File: config.mk
export PLATFORM = sky130hd
export DESIGN_NAME = usb_token_capture_phy_ctrl
export DESIGN_NICKNAME = d
export VERILOG_FILES = /design/src/usb_tok_pkg.sv /design/src/axi_lite_slave.sv /design/src/line_state_filter.sv /design/src/usb_token_capture_phy_ctrl.sv
export SDC_FILE = /design/constraint.sdc
export NUM_CORES = 1
export LEC_CHECK = 0
export BUFFER_PORTS_ARGS = -buffer_cell sky130_fd_sc_hd__buf_2
export CORE_UTILIZATION = 40
export DETAILED_ROUTE_END_ITERATION = 7
export MAX_ROUTING_LAYER = met4
export PLACE_DENSITY = 0.56
export SETUP_SLACK_MARGIN = 0.02
export SLEW_MARGIN = 25
export SYNTH_ARGS = -nofsm -noshare
export SYNTH_HDL_FRONTEND = slang
export SYNTH_SLANG_ARGS = --single-unit
export TNS_END_PERCENT = 30
File: constraint.sdc
create_clock -name aclk -period 4.55 [get_ports aclk]
set_input_delay 0.91 -clock aclk [delete_from_list [all_inputs] [get_ports aclk]]
set_output_delay 0.91 -clock aclk [all_outputs]
set_load 0.005 [all_outputs]
File: src/usb_tok_pkg.sv
package usb_tok_pkg;

  // Register byte offsets
  localparam logic [7:0] addr_device_address = 8'h08;
  localparam logic [7:0] addr_last_packet_id = 8'h2c;
  localparam logic [7:0] addr_last_endpoint = 8'h30;
  localparam logic [7:0] addr_endpoint_mark_mask = 8'h34;
  localparam logic [7:0] addr_otg_flag_mask = 8'h38;
  localparam logic [7:0] addr_power_signalling = 8'h3c;
  localparam logic [7:0] addr_phy_control = 8'h40;

  // Field positions and widths
  localparam int ep_valid_bit = 4;
  localparam int pd_disable_bit = 18;
  localparam int se0_flag_bit = 13;
  localparam int k_flag_bit = 12;
  localparam int filt_lo = 8;
  localparam int auto_resume_bit = 7;
  localparam int conf_lo = 4;
  localparam int power_width = 9;

  // Reset value and endpoint mark value
  localparam logic [31:0] reset_word = 32'h0000_0000;
  localparam logic [4:0] mark_value = 5'h10;

  // PIDs, line states
  localparam logic [3:0] pid_out = 4'h1;
  localparam logic [3:0] pid_in = 4'h9;
  localparam logic [3:0] pid_setup = 4'hd;
  localparam logic [1:0] line_se0 = 2'h0;
  localparam logic [1:0] line_j = 2'h1;
  localparam logic [1:0] line_k = 2'h2;

  // AXI responses
  localparam logic [1:0] resp_okay = 2'h0;
  localparam logic [1:0] resp_slverr = 2'h2;

  typedef enum logic [1:0] {tok_idle, tok_byte1, tok_byte2} tok_state_t;

endpackage : usb_tok_pkg

File: src/axi_lite_slave.sv
`timescale 1ns/1ps
module axi_lite_slave
  import usb_tok_pkg::*;
(
  input wire logic aclk,
  input wire logic aresetn,
  input wire logic [7:0] awaddr,
  input wire logic awvalid,
  output logic awready,
  input wire logic [31:0] wdata,
  input wire logic [3:0] wstrb,
  input wire logic wvalid,
  output logic wready,
  output logic [1:0] bresp,
  output logic bvalid,
  input wire logic bready,
  input wire logic [7:0] araddr,
  input wire logic arvalid,
  output logic arready,
  output logic [31:0] rdata,
  output logic [1:0] rresp,
  output logic rvalid,
  input wire logic rready,
  output logic wr_en,
  output logic [7:0] wr_addr,
  output logic [31:0] wr_data,
  output logic [3:0] wr_strb,
  input wire logic wr_ok,
  output logic [7:0] rd_addr,
  input wire logic [31:0] rd_value,
  input wire logic rd_ok
);

  logic aw_held;
  logic w_held;

  assign awready = !aw_held && !bvalid;
  assign wready = !w_held && !bvalid;
  assign arready = !rvalid;
  assign wr_en = aw_held && w_held && !bvalid;
  assign rd_addr = araddr;

  // Address and data accepted in either order
  always_ff @(posedge aclk) begin
    if (!aresetn) begin
      aw_held <= 1'b0;
      w_held <= 1'b0;
      wr_addr <= 8'h00;
      wr_data <= 32'h0000_0000;
      wr_strb <= 4'h0;
      bvalid <= 1'b0;
      bresp <= resp_okay;
    end else begin
      if (awvalid && awready) begin
        aw_held <= 1'b1;
        wr_addr <= awaddr;
      end
      if (wvalid && wready) begin
        w_held <= 1'b1;
        wr_data <= wdata;
        wr_strb <= wstrb;
      end
      if (wr_en) begin
        aw_held <= 1'b0;
        w_held <= 1'b0;
        bvalid <= 1'b1;
        bresp <= wr_ok ? resp_okay : resp_slverr;
      end else if (bvalid && bready) begin
        bvalid <= 1'b0;
      end
    end
  end

  always_ff @(posedge aclk) begin
    if (!aresetn) begin
      rvalid <= 1'b0;
      rdata <= 32'h0000_0000;
      rresp <= resp_okay;
    end else if (arvalid && arready) begin
      rvalid <= 1'b1;
      rdata <= rd_ok ? rd_value : 32'h0000_0000;
      rresp <= rd_ok ? resp_okay : resp_slverr;
    end else if (rvalid && rready) begin
      rvalid <= 1'b0;
    end
  end

endmodule : axi_lite_slave

File: src/line_state_filter.sv
`timescale 1ns/1ps
module line_state_filter
  import usb_tok_pkg::*;
(
  input wire logic aclk,
  input wire logic aresetn,
  input wire logic [3:0] log2_count,
  input wire logic [1:0] raw_state,
  output logic [1:0] filt_state
);

  logic [1:0] candidate;
  logic [15:0] count;
  wire [16:0] target = 17'h1_0000 >> (5'h10 - {1'b0, log2_count});
  wire stable_done = ({1'b0, count} + 17'h0_0001) >= target;

  // Change must hold 2^n clocks before it passes
  always_ff @(posedge aclk) begin
    if (!aresetn) begin
      candidate <= 2'h0;
      count <= 16'h0000;
      filt_state <= 2'h0;
    end else if (raw_state != candidate) begin
      candidate <= raw_state;
      count <= 16'h0000;
    end else if (candidate != filt_state) begin
      if (stable_done) begin
        filt_state <= candidate;
        count <= 16'h0000;
      end else begin
        count <= count + 16'h0001;
      end
    end
  end

endmodule : line_state_filter

File: src/usb_token_capture_phy_ctrl.sv
// Behaviour
// - Latch 4-bit PID of every received packet whose check nibble is the inverse of the PID; reads back, resets zero.
// - Keep endpoint number of latest accepted token; read only, resets zero.
// - Valid bit beside endpoint set only once endpoint holds a real value.
// - 16-bit writable endpoint mark mask, one bit per endpoint, cleared at reset.
// - Marked endpoint shows on receive port ORed with 0x10.
// - Pulldown-disable bit turns off pulldowns on both wide ports.
// - Auto-resume from SE0 reset sets flag; software writes zero to clear.
// - Auto-resume from K resume sets flag; software writes zero to clear.
// - Line-state change held 2^n clocks before passing on.
// - Auto-resume enable lets suspend controller resume; else software polls filter.
// - Three PHY config pins driven straight from 3-bit control field.
// - Only tokens for programmed 7-bit device address are passed on.
`timescale 1ns/1ps
module usb_token_capture_phy_ctrl
  import usb_tok_pkg::*;
(
  input wire logic aclk,
  input wire logic aresetn,
  input wire logic [7:0] s_axi_awaddr,
  input wire logic s_axi_awvalid,
  output logic s_axi_awready,
  input wire logic [31:0] s_axi_wdata,
  input wire logic [3:0] s_axi_wstrb,
  input wire logic s_axi_wvalid,
  output logic s_axi_wready,
  output logic [1:0] s_axi_bresp,
  output logic s_axi_bvalid,
  input wire logic s_axi_bready,
  input wire logic [7:0] s_axi_araddr,
  input wire logic s_axi_arvalid,
  output logic s_axi_arready,
  output logic [31:0] s_axi_rdata,
  output logic [1:0] s_axi_rresp,
  output logic s_axi_rvalid,
  input wire logic s_axi_rready,
  input wire logic [7:0] utmi_rx_data,
  input wire logic utmi_rx_valid,
  input wire logic utmi_rx_active,
  input wire logic [1:0] utmi_line_state,
  input wire logic suspended,
  output logic resume_request,
  output logic [1:0] line_state_filtered,
  output logic [4:0] rx_port_data,
  output logic rx_port_valid,
  output logic [2:0] phy_config_pins,
  output logic wide_port_a_pulldown_off,
  output logic wide_port_b_pulldown_off
);

  ////////////////////////////////////////////////////////////////////////////
  // Registers

  logic [6:0] device_address;
  logic [3:0] last_packet_id;
  logic [4:0] last_endpoint;
  logic [15:0] endpoint_mark_mask;
  logic [31:0] otg_flag_mask;
  logic [8:0] power_signalling;
  logic pd_disable;
  logic se0_flag;
  logic k_flag;
  logic [3:0] filt_log2;
  logic auto_resume;
  logic [2:0] conf_field;

  logic wr_en;
  logic [7:0] wr_addr;
  logic [31:0] wr_data;
  logic [3:0] wr_strb;
  logic [7:0] rd_addr;
  logic [31:0] rd_value;
  logic rd_ok;
  logic wr_ok;

  axi_lite_slave u_bus (
    .aclk(aclk),
    .aresetn(aresetn),
    .awaddr(s_axi_awaddr),
    .awvalid(s_axi_awvalid),
    .awready(s_axi_awready),
    .wdata(s_axi_wdata),
    .wstrb(s_axi_wstrb),
    .wvalid(s_axi_wvalid),
    .wready(s_axi_wready),
    .bresp(s_axi_bresp),
    .bvalid(s_axi_bvalid),
    .bready(s_axi_bready),
    .araddr(s_axi_araddr),
    .arvalid(s_axi_arvalid),
    .arready(s_axi_arready),
    .rdata(s_axi_rdata),
    .rresp(s_axi_rresp),
    .rvalid(s_axi_rvalid),
    .rready(s_axi_rready),
    .wr_en(wr_en),
    .wr_addr(wr_addr),
    .wr_data(wr_data),
    .wr_strb(wr_strb),
    .wr_ok(wr_ok),
    .rd_addr(rd_addr),
    .rd_value(rd_value),
    .rd_ok(rd_ok)
  );

  wire [31:0] phy_control_word = {13'h0000, pd_disable, 4'h0, se0_flag, k_flag,
                                  filt_log2, auto_resume, conf_field, 4'h0};

  wire hit_dev = (rd_addr == addr_device_address);
  wire hit_pid = (rd_addr == addr_last_packet_id);
  wire hit_ep = (rd_addr == addr_last_endpoint);
  wire hit_mask = (rd_addr == addr_endpoint_mark_mask);
  wire hit_otg = (rd_addr == addr_otg_flag_mask);
  wire hit_pwr = (rd_addr == addr_power_signalling);
  wire hit_phy = (rd_addr == addr_phy_control);

  assign rd_ok = hit_dev | hit_pid | hit_ep | hit_mask | hit_otg | hit_pwr | hit_phy;
  assign rd_value = hit_dev ? {25'h0, device_address} :
                    hit_pid ? {28'h0, last_packet_id} :
                    hit_ep ? {27'h0, last_endpoint} :
                    hit_mask ? {16'h0000, endpoint_mark_mask} :
                    hit_otg ? otg_flag_mask :
                    hit_pwr ? {23'h0, power_signalling} :
                    hit_phy ? phy_control_word : 32'h0000_0000;

  // Read-only registers accept writes silently; unmapped gets SLVERR
  assign wr_ok = (wr_addr == addr_device_address) || (wr_addr == addr_last_packet_id) ||
                 (wr_addr == addr_last_endpoint) || (wr_addr == addr_endpoint_mark_mask) ||
                 (wr_addr == addr_otg_flag_mask) || (wr_addr == addr_power_signalling) ||
                 (wr_addr == addr_phy_control);

  wire wr_dev = wr_en && (wr_addr == addr_device_address) && wr_strb[0];
  wire wr_phy = wr_en && (wr_addr == addr_phy_control);
  wire wr_mask = wr_en && (wr_addr == addr_endpoint_mark_mask);
  wire wr_otg = wr_en && (wr_addr == addr_otg_flag_mask);
  wire wr_pwr = wr_en && (wr_addr == addr_power_signalling);

  ////////////////////////////////////////////////////////////////////////////
  // Token receiver

  tok_state_t state;
  logic [7:0] tok_lo;
  logic pid_taken;
  wire [3:0] rx_pid = utmi_rx_data[3:0];
  wire pid_ok = (utmi_rx_data[7:4] == ~utmi_rx_data[3:0]);
  wire is_token = (rx_pid == pid_out) || (rx_pid == pid_in) || (rx_pid == pid_setup);
  wire [10:0] tok_field = {utmi_rx_data[2:0], tok_lo};
  wire [4:0] crc_calc = crc5(tok_field);
  // Sent CRC is inverted and goes out high bit first
  logic [4:0] crc_sent;
  for (genvar i = 0; i < 5; i++) begin : g_crc_bits
    assign crc_sent[i] = ~utmi_rx_data[7 - i];
  end
  wire crc_ok = (crc_calc == crc_sent);
  wire addr_ok = (tok_field[6:0] == device_address);
  wire [3:0] tok_ep = tok_field[10:7];
  wire tok_good = (state == tok_byte2) && utmi_rx_active && utmi_rx_valid && crc_ok && addr_ok;

  // CRC5 over the 11-bit token field, LSB first
  function automatic logic [4:0] crc5(input logic [10:0] d);
    logic [4:0] c;
    logic fb;
    c = 5'h1f;
    for (int i = 0; i < 11; i++) begin
      fb = d[i] ^ c[4];
      c = {c[3:0], 1'b0} ^ (fb ? 5'h05 : 5'h00);
    end
    return c;
  endfunction : crc5

  always_ff @(posedge aclk) begin
    if (!aresetn) begin
      state <= tok_idle;
      tok_lo <= 8'h00;
      pid_taken <= 1'b0;
      last_packet_id <= 4'h0;
      last_endpoint <= 5'h00;
    end else if (!utmi_rx_active) begin
      state <= tok_idle;
      pid_taken <= 1'b0;
    end else if (utmi_rx_valid) begin
      unique case (state)
        tok_idle: begin
          // Only the first byte of a packet is its PID
          if (!pid_taken) begin
            pid_taken <= 1'b1;
            if (pid_ok) begin
              last_packet_id <= rx_pid;
            end
            state <= (pid_ok && is_token) ? tok_byte1 : tok_idle;
          end
        end
        tok_byte1: begin
          tok_lo <= utmi_rx_data;
          state <= tok_byte2;
        end
        tok_byte2: begin
          if (tok_good) begin
            last_endpoint <= {1'b1, tok_ep};
          end
          state <= tok_idle;
        end
      endcase
    end
  end

  // Marked endpoint carries the 0x10 marker on the receive port
  always_ff @(posedge aclk) begin
    if (!aresetn) begin
      rx_port_data <= 5'h00;
      rx_port_valid <= 1'b0;
    end else begin
      rx_port_valid <= tok_good;
      if (tok_good) begin
        rx_port_data <= endpoint_mark_mask[tok_ep] ? ({1'b0, tok_ep} | mark_value)
                                                   : {1'b0, tok_ep};
      end
    end
  end

  ////////////////////////////////////////////////////////////////////////////
  // Line state filter and resume

  line_state_filter u_filter (
    .aclk(aclk),
    .aresetn(aresetn),
    .log2_count(filt_log2),
    .raw_state(utmi_line_state),
    .filt_state(line_state_filtered)
  );

  // Hardware only resumes when enabled; otherwise software polls the filter
  wire resume_se0 = auto_resume && suspended && (line_state_filtered == line_se0);
  wire resume_k = auto_resume && suspended && (line_state_filtered == line_k);
  assign resume_request = resume_se0 || resume_k;

  // Set wins over a simultaneous software clear
  wire clr_se0 = wr_phy && wr_strb[1] && !wr_data[se0_flag_bit];
  wire clr_k = wr_phy && wr_strb[1] && !wr_data[k_flag_bit];
  wire next_se0 = resume_se0 || (se0_flag && !clr_se0);
  wire next_k = resume_k || (k_flag && !clr_k);

  ////////////////////////////////////////////////////////////////////////////
  // Register writes

  always_ff @(posedge aclk) begin
    if (!aresetn) begin
      device_address <= 7'h00;
      endpoint_mark_mask <= 16'h0000;
      otg_flag_mask <= reset_word;
      power_signalling <= 9'h000;
      pd_disable <= 1'b0;
      se0_flag <= 1'b0;
      k_flag <= 1'b0;
      filt_log2 <= 4'h0;
      auto_resume <= 1'b0;
      conf_field <= 3'h0;
    end else begin
      se0_flag <= next_se0;
      k_flag <= next_k;
      if (wr_dev) begin
        device_address <= wr_data[6:0];
      end
      for (int b = 0; b < 4; b++) begin
        if (wr_otg && wr_strb[b]) begin
          otg_flag_mask[b*8 +: 8] <= wr_data[b*8 +: 8];
        end
      end
      for (int b = 0; b < 2; b++) begin
        if (wr_mask && wr_strb[b]) begin
          endpoint_mark_mask[b*8 +: 8] <= wr_data[b*8 +: 8];
        end
      end
      if (wr_pwr && wr_strb[0]) begin
        power_signalling[7:0] <= wr_data[7:0];
      end
      if (wr_pwr && wr_strb[1]) begin
        power_signalling[8] <= wr_data[power_width-1];
      end
      if (wr_phy && wr_strb[0]) begin
        conf_field <= wr_data[conf_lo +: 3];
      end
      if (wr_phy && wr_strb[1]) begin
        filt_log2 <= wr_data[filt_lo +: 4];
      end
      if (wr_phy && wr_strb[0]) begin
        auto_resume <= wr_data[auto_resume_bit];
      end
      if (wr_phy && wr_strb[2]) begin
        pd_disable <= wr_data[pd_disable_bit];
      end
    end
  end

  assign phy_config_pins = conf_field;
  assign wide_port_a_pulldown_off = pd_disable;
  assign wide_port_b_pulldown_off = pd_disable;

endmodule : usb_token_capture_phy_ctrl
==> flow_metrics.py <==
metrics = {
    "clocking": {
        "cts_tree": "yes",
        "clkSinkCount": 203,
        "htreeDepth": 1,
        "ctsResizeCount": 0,
        "cts_hold_buf": 0,
        "clk_pin_slew_ps": 60,
        "cts_setup_buffers": 0,
        "clock_latency_ps": 510,
        "cts.path.max_buffers": 3,
        "cts_made_buffers": 23,
        "cts_root_buffer": "clkbuf_16",
    },
    "worst_setup_path": {
        "crit_required_ps": 4940,
        "crit_path_start_kind": "register",
        "crit_arrival_ps": 3810,
        "crit_end": "u_filter.filt_state[0]",
        "regToRegEndpoint": "u_filter.filt_state[0]",
        "r2r_start": "u_filter.count[0]",
        "worst_r2r_path_depth": 15,
        "r2r_slack_ps": 1130,
        "critPathMaxFanout": 25,
        "criticalPathCategory": "register to register",
        "worstSetupEndpointType": "register",
        "crit_start": "u_filter.count[0]",
    },
    "floorplanning": {
        "dieHeight_um": 157.3,
        "die_w_um": 157.3,
        "coreArea_um2": 23540,
        "fp-row-count": 56,
        "dieArea_um2": 24760,
        "initial_core_util_pct": 41.00,
        "ios": 127,
    },
    "synthesis": {
        "synth_edf_count": 0,
        "syn_inst": 1088,
        "ys_ff_latch": 203,
        "synth.mux.area_fraction_pct": 11.28,
        "syn_area_per_cell_um2": 8.872,
        "synth_top_cell_by_area": "dfxtp_1",
        "async_reset_ff_share_pct": 0,
        "synth_xor_area_share_pct": 4.563,
        "synth_top_family_by_area": "simple AND/OR/NAND/NOR gates",
        "synthAdderAreaFrac_pct": 2.722,
        "synth_simple_gate_area_share_pct": 23.91,
        "yosys_warnings": 0,
        "synth_top_area_share_pct": 42.10,
        "yosysSeqAreaShare_pct": 42.10,
        "synth_cell_types": 53,
        "synth_flop_cell": "dfxtp_1",
        "synth_compound_area_share_pct": 12.26,
        "syn_area_um2": 9653,
        "yosys-top-cells-area": "dfxtp_1, mux2i_1, nand2_1, nor2b_1, a21boi_0",
    },
    "finish": {
        "final_common_cell": "dfxtp_1",
        "postLayoutCoreUtil_pct": 47.61,
        "layout-drive-gt1-share_pct": 15.43,
        "stdcell_area_um2": 11210,
        "fin_cells": 1519,
        "areaGrowthSynthToFinish_pct": 16.11,
        "nNetsFinal": 1277,
        "final_cell_mix": "dfxtp_1, nand2_1, buf_2",
    },
    "power": {
        "leakage_nw": 4.277,
        "irDropWorstVdd_v": 0.0001836,
        "power.total_mw": 3.894,
        "power.density_nw_per_um2": 347.4,
    },
    "route": {
        "vias": 7766,
        "drt-vias-per-instance": 5.113,
        "drtIter0Drc": 344,
        "drt_wl_total_um": 24580,
        "wl_per_cell_um": 16.18,
        "detail-route-antenna-nets": 0,
        "drc": 0,
        "first_pass_iters": 4,
    },
    "global_route": {
        "grt_first_pass_wirelength_um": 39740,
        "grt_usage_pct": 20.75,
        "antenna_found_initial": 1,
        "grt-ovfl-total": 0,
        "grt_pass1_vias": 7396,
        "grt_max_degree": 92,
    },
    "hold_path": {
        "hp-class": "register to register",
    },
    "place": {
        "placedInstanceArea_um2": 10480,
        "portBuffers": 124,
        "dp_slack_ps": 1187,
        "gp_congestion": 0.8497,
        "dp_cells": 1478,
        "hpwl_um": 16950,
    },
    "sta": {
        "fmax_mhz": 292.6,
        "setup_ws_ps": 1132,
        "report.final.slew_viol_count": 0,
        "relSlewSlack_pct": 32.85,
        "setup_viol_count_final": 0,
        "period_share_pct": 75.11,
        "min_period_ps": 3418,
        "worstMarginPinSlew_ps": 1003,
        "setup_tns_ps": 0,
        "whs_ps": 457.0,
        "hold_viol_final": 0,
        "worst_clock_skew_ps": 12.58,
        "rsz0062_at_grt": "no",
    },
    "run": {
        "cap_viol_max_count": 0,
    },
    "run_status": {
        "outcome": "finished, final reports clean",
    },
}
[synthesized netlist by cell type (all sizes together) (9+ instances only)]
library cell  number
a21oi             40
nor2b            105
nand3             60
dfxtp            203
o21ai             22
nand4              9
a21boi            73
ha                21
mux2i             84
and2              16
xnor2             20
inv                9
clkbuf            51
a22oi             13
nor3              17
buf               12
nand2            186
mux4               9
xor2              20
nor2              52
[cell families after synthesis]
logic type | Yosys count
AO/OA/AOI/OAI | 177
AND/OR/NAND/NOR | 472
XOR/XNOR | 44
buffers and inverters | 72
adder cells (fa/ha/maj) | 21
other | 2
multiplexers | 97
flip-flops | 203
[sequential cells by signal (all words and copies together), names as in the netlist, 2 cells and up]
register	flops
u_filter.count	16
phy_config_pins	3
u_bus.rdata	32
u_filter.filt_state	2
otg_flag_mask	32
last_endpoint	5
endpoint_mark_mask	16
rx_port_data	5
u_filter.candidate	2
u_bus.wr_addr	8
u_bus.wr_strb	4
last_packet_id	4
power_signalling	9
u_bus.wr_data	32
tok_lo	8
state	2
filt_log2	4
device_address	7
[layout make-up]
cell class                 count  area [um2]
antenna                        1       2.502
clock buffer                  36       674.4
clock inverter                 4       48.80
fill                        2370       12330
inverter                       9       33.78
multi-input combinational    814        5295
sequential                   203        4064
tap                          319       399.1
timing repair buffer         133       690.7
[metal layers]
layer / vias to the layer above / global-route usage (%) / share of wire [%]
li1: 3923 / - / -
met1: 3612 / 29.69 / 51
met2: 199 / 30.72 / 42
met3: 32 / 3.029 / 5.0
met4: 0 / 4.485 / 1.9
met5: - / - / 0
[report_power, final]
| group | switching (mW) | leakage (nW) | internal [mW] | total (mW) |
|---|---|---|---|---|
| sequential | 0.0342 | 1.64 | 1.81 | 1.85 |
| combinational | 0.159 | 2.28 | 0.101 | 0.260 |
| clock | 0.718 | 0.355 | 1.07 | 1.79 |
| total | 0.910 | 4.28 | 2.98 | 3.89 |
[worst min path at each step]
| stage | startpoint | to | slack, ps | cells past startpoint |
|---|---|---|---|---|
| after floorplan | last_endpoint[4] | last_endpoint[4] | 420 | 2 |
| after global placement | last_endpoint[4] | last_endpoint[4] | 440 | 2 |
| after detailed placement | last_endpoint[4] | last_endpoint[4] | 450 | 2 |
| after CTS | last_endpoint[4] | last_endpoint[4] | 460 | 2 |
| after global routing | u_bus.rdata[30] | u_bus.rdata[30] | 480 | 2 |
| final | last_endpoint[4] | last_endpoint[4] | 460 | 2 |
[critical path, cell delays in order, from the launching register on]
cell and delay (ps):
dfxtp_1 420, ha_1 260, and3_1 210, nand3_1 190, nor2_1 240, nand4_1 140
xnor2_1 180, ha_1 300, o21ai_0 80, nor2_1 130, nor3_1 60, a221oi_1 490
nor2_1 100, buf_4 230, o21ai_0 170, a21boi_0 90
No activity file was read; power rests on OpenSTA's default activity.
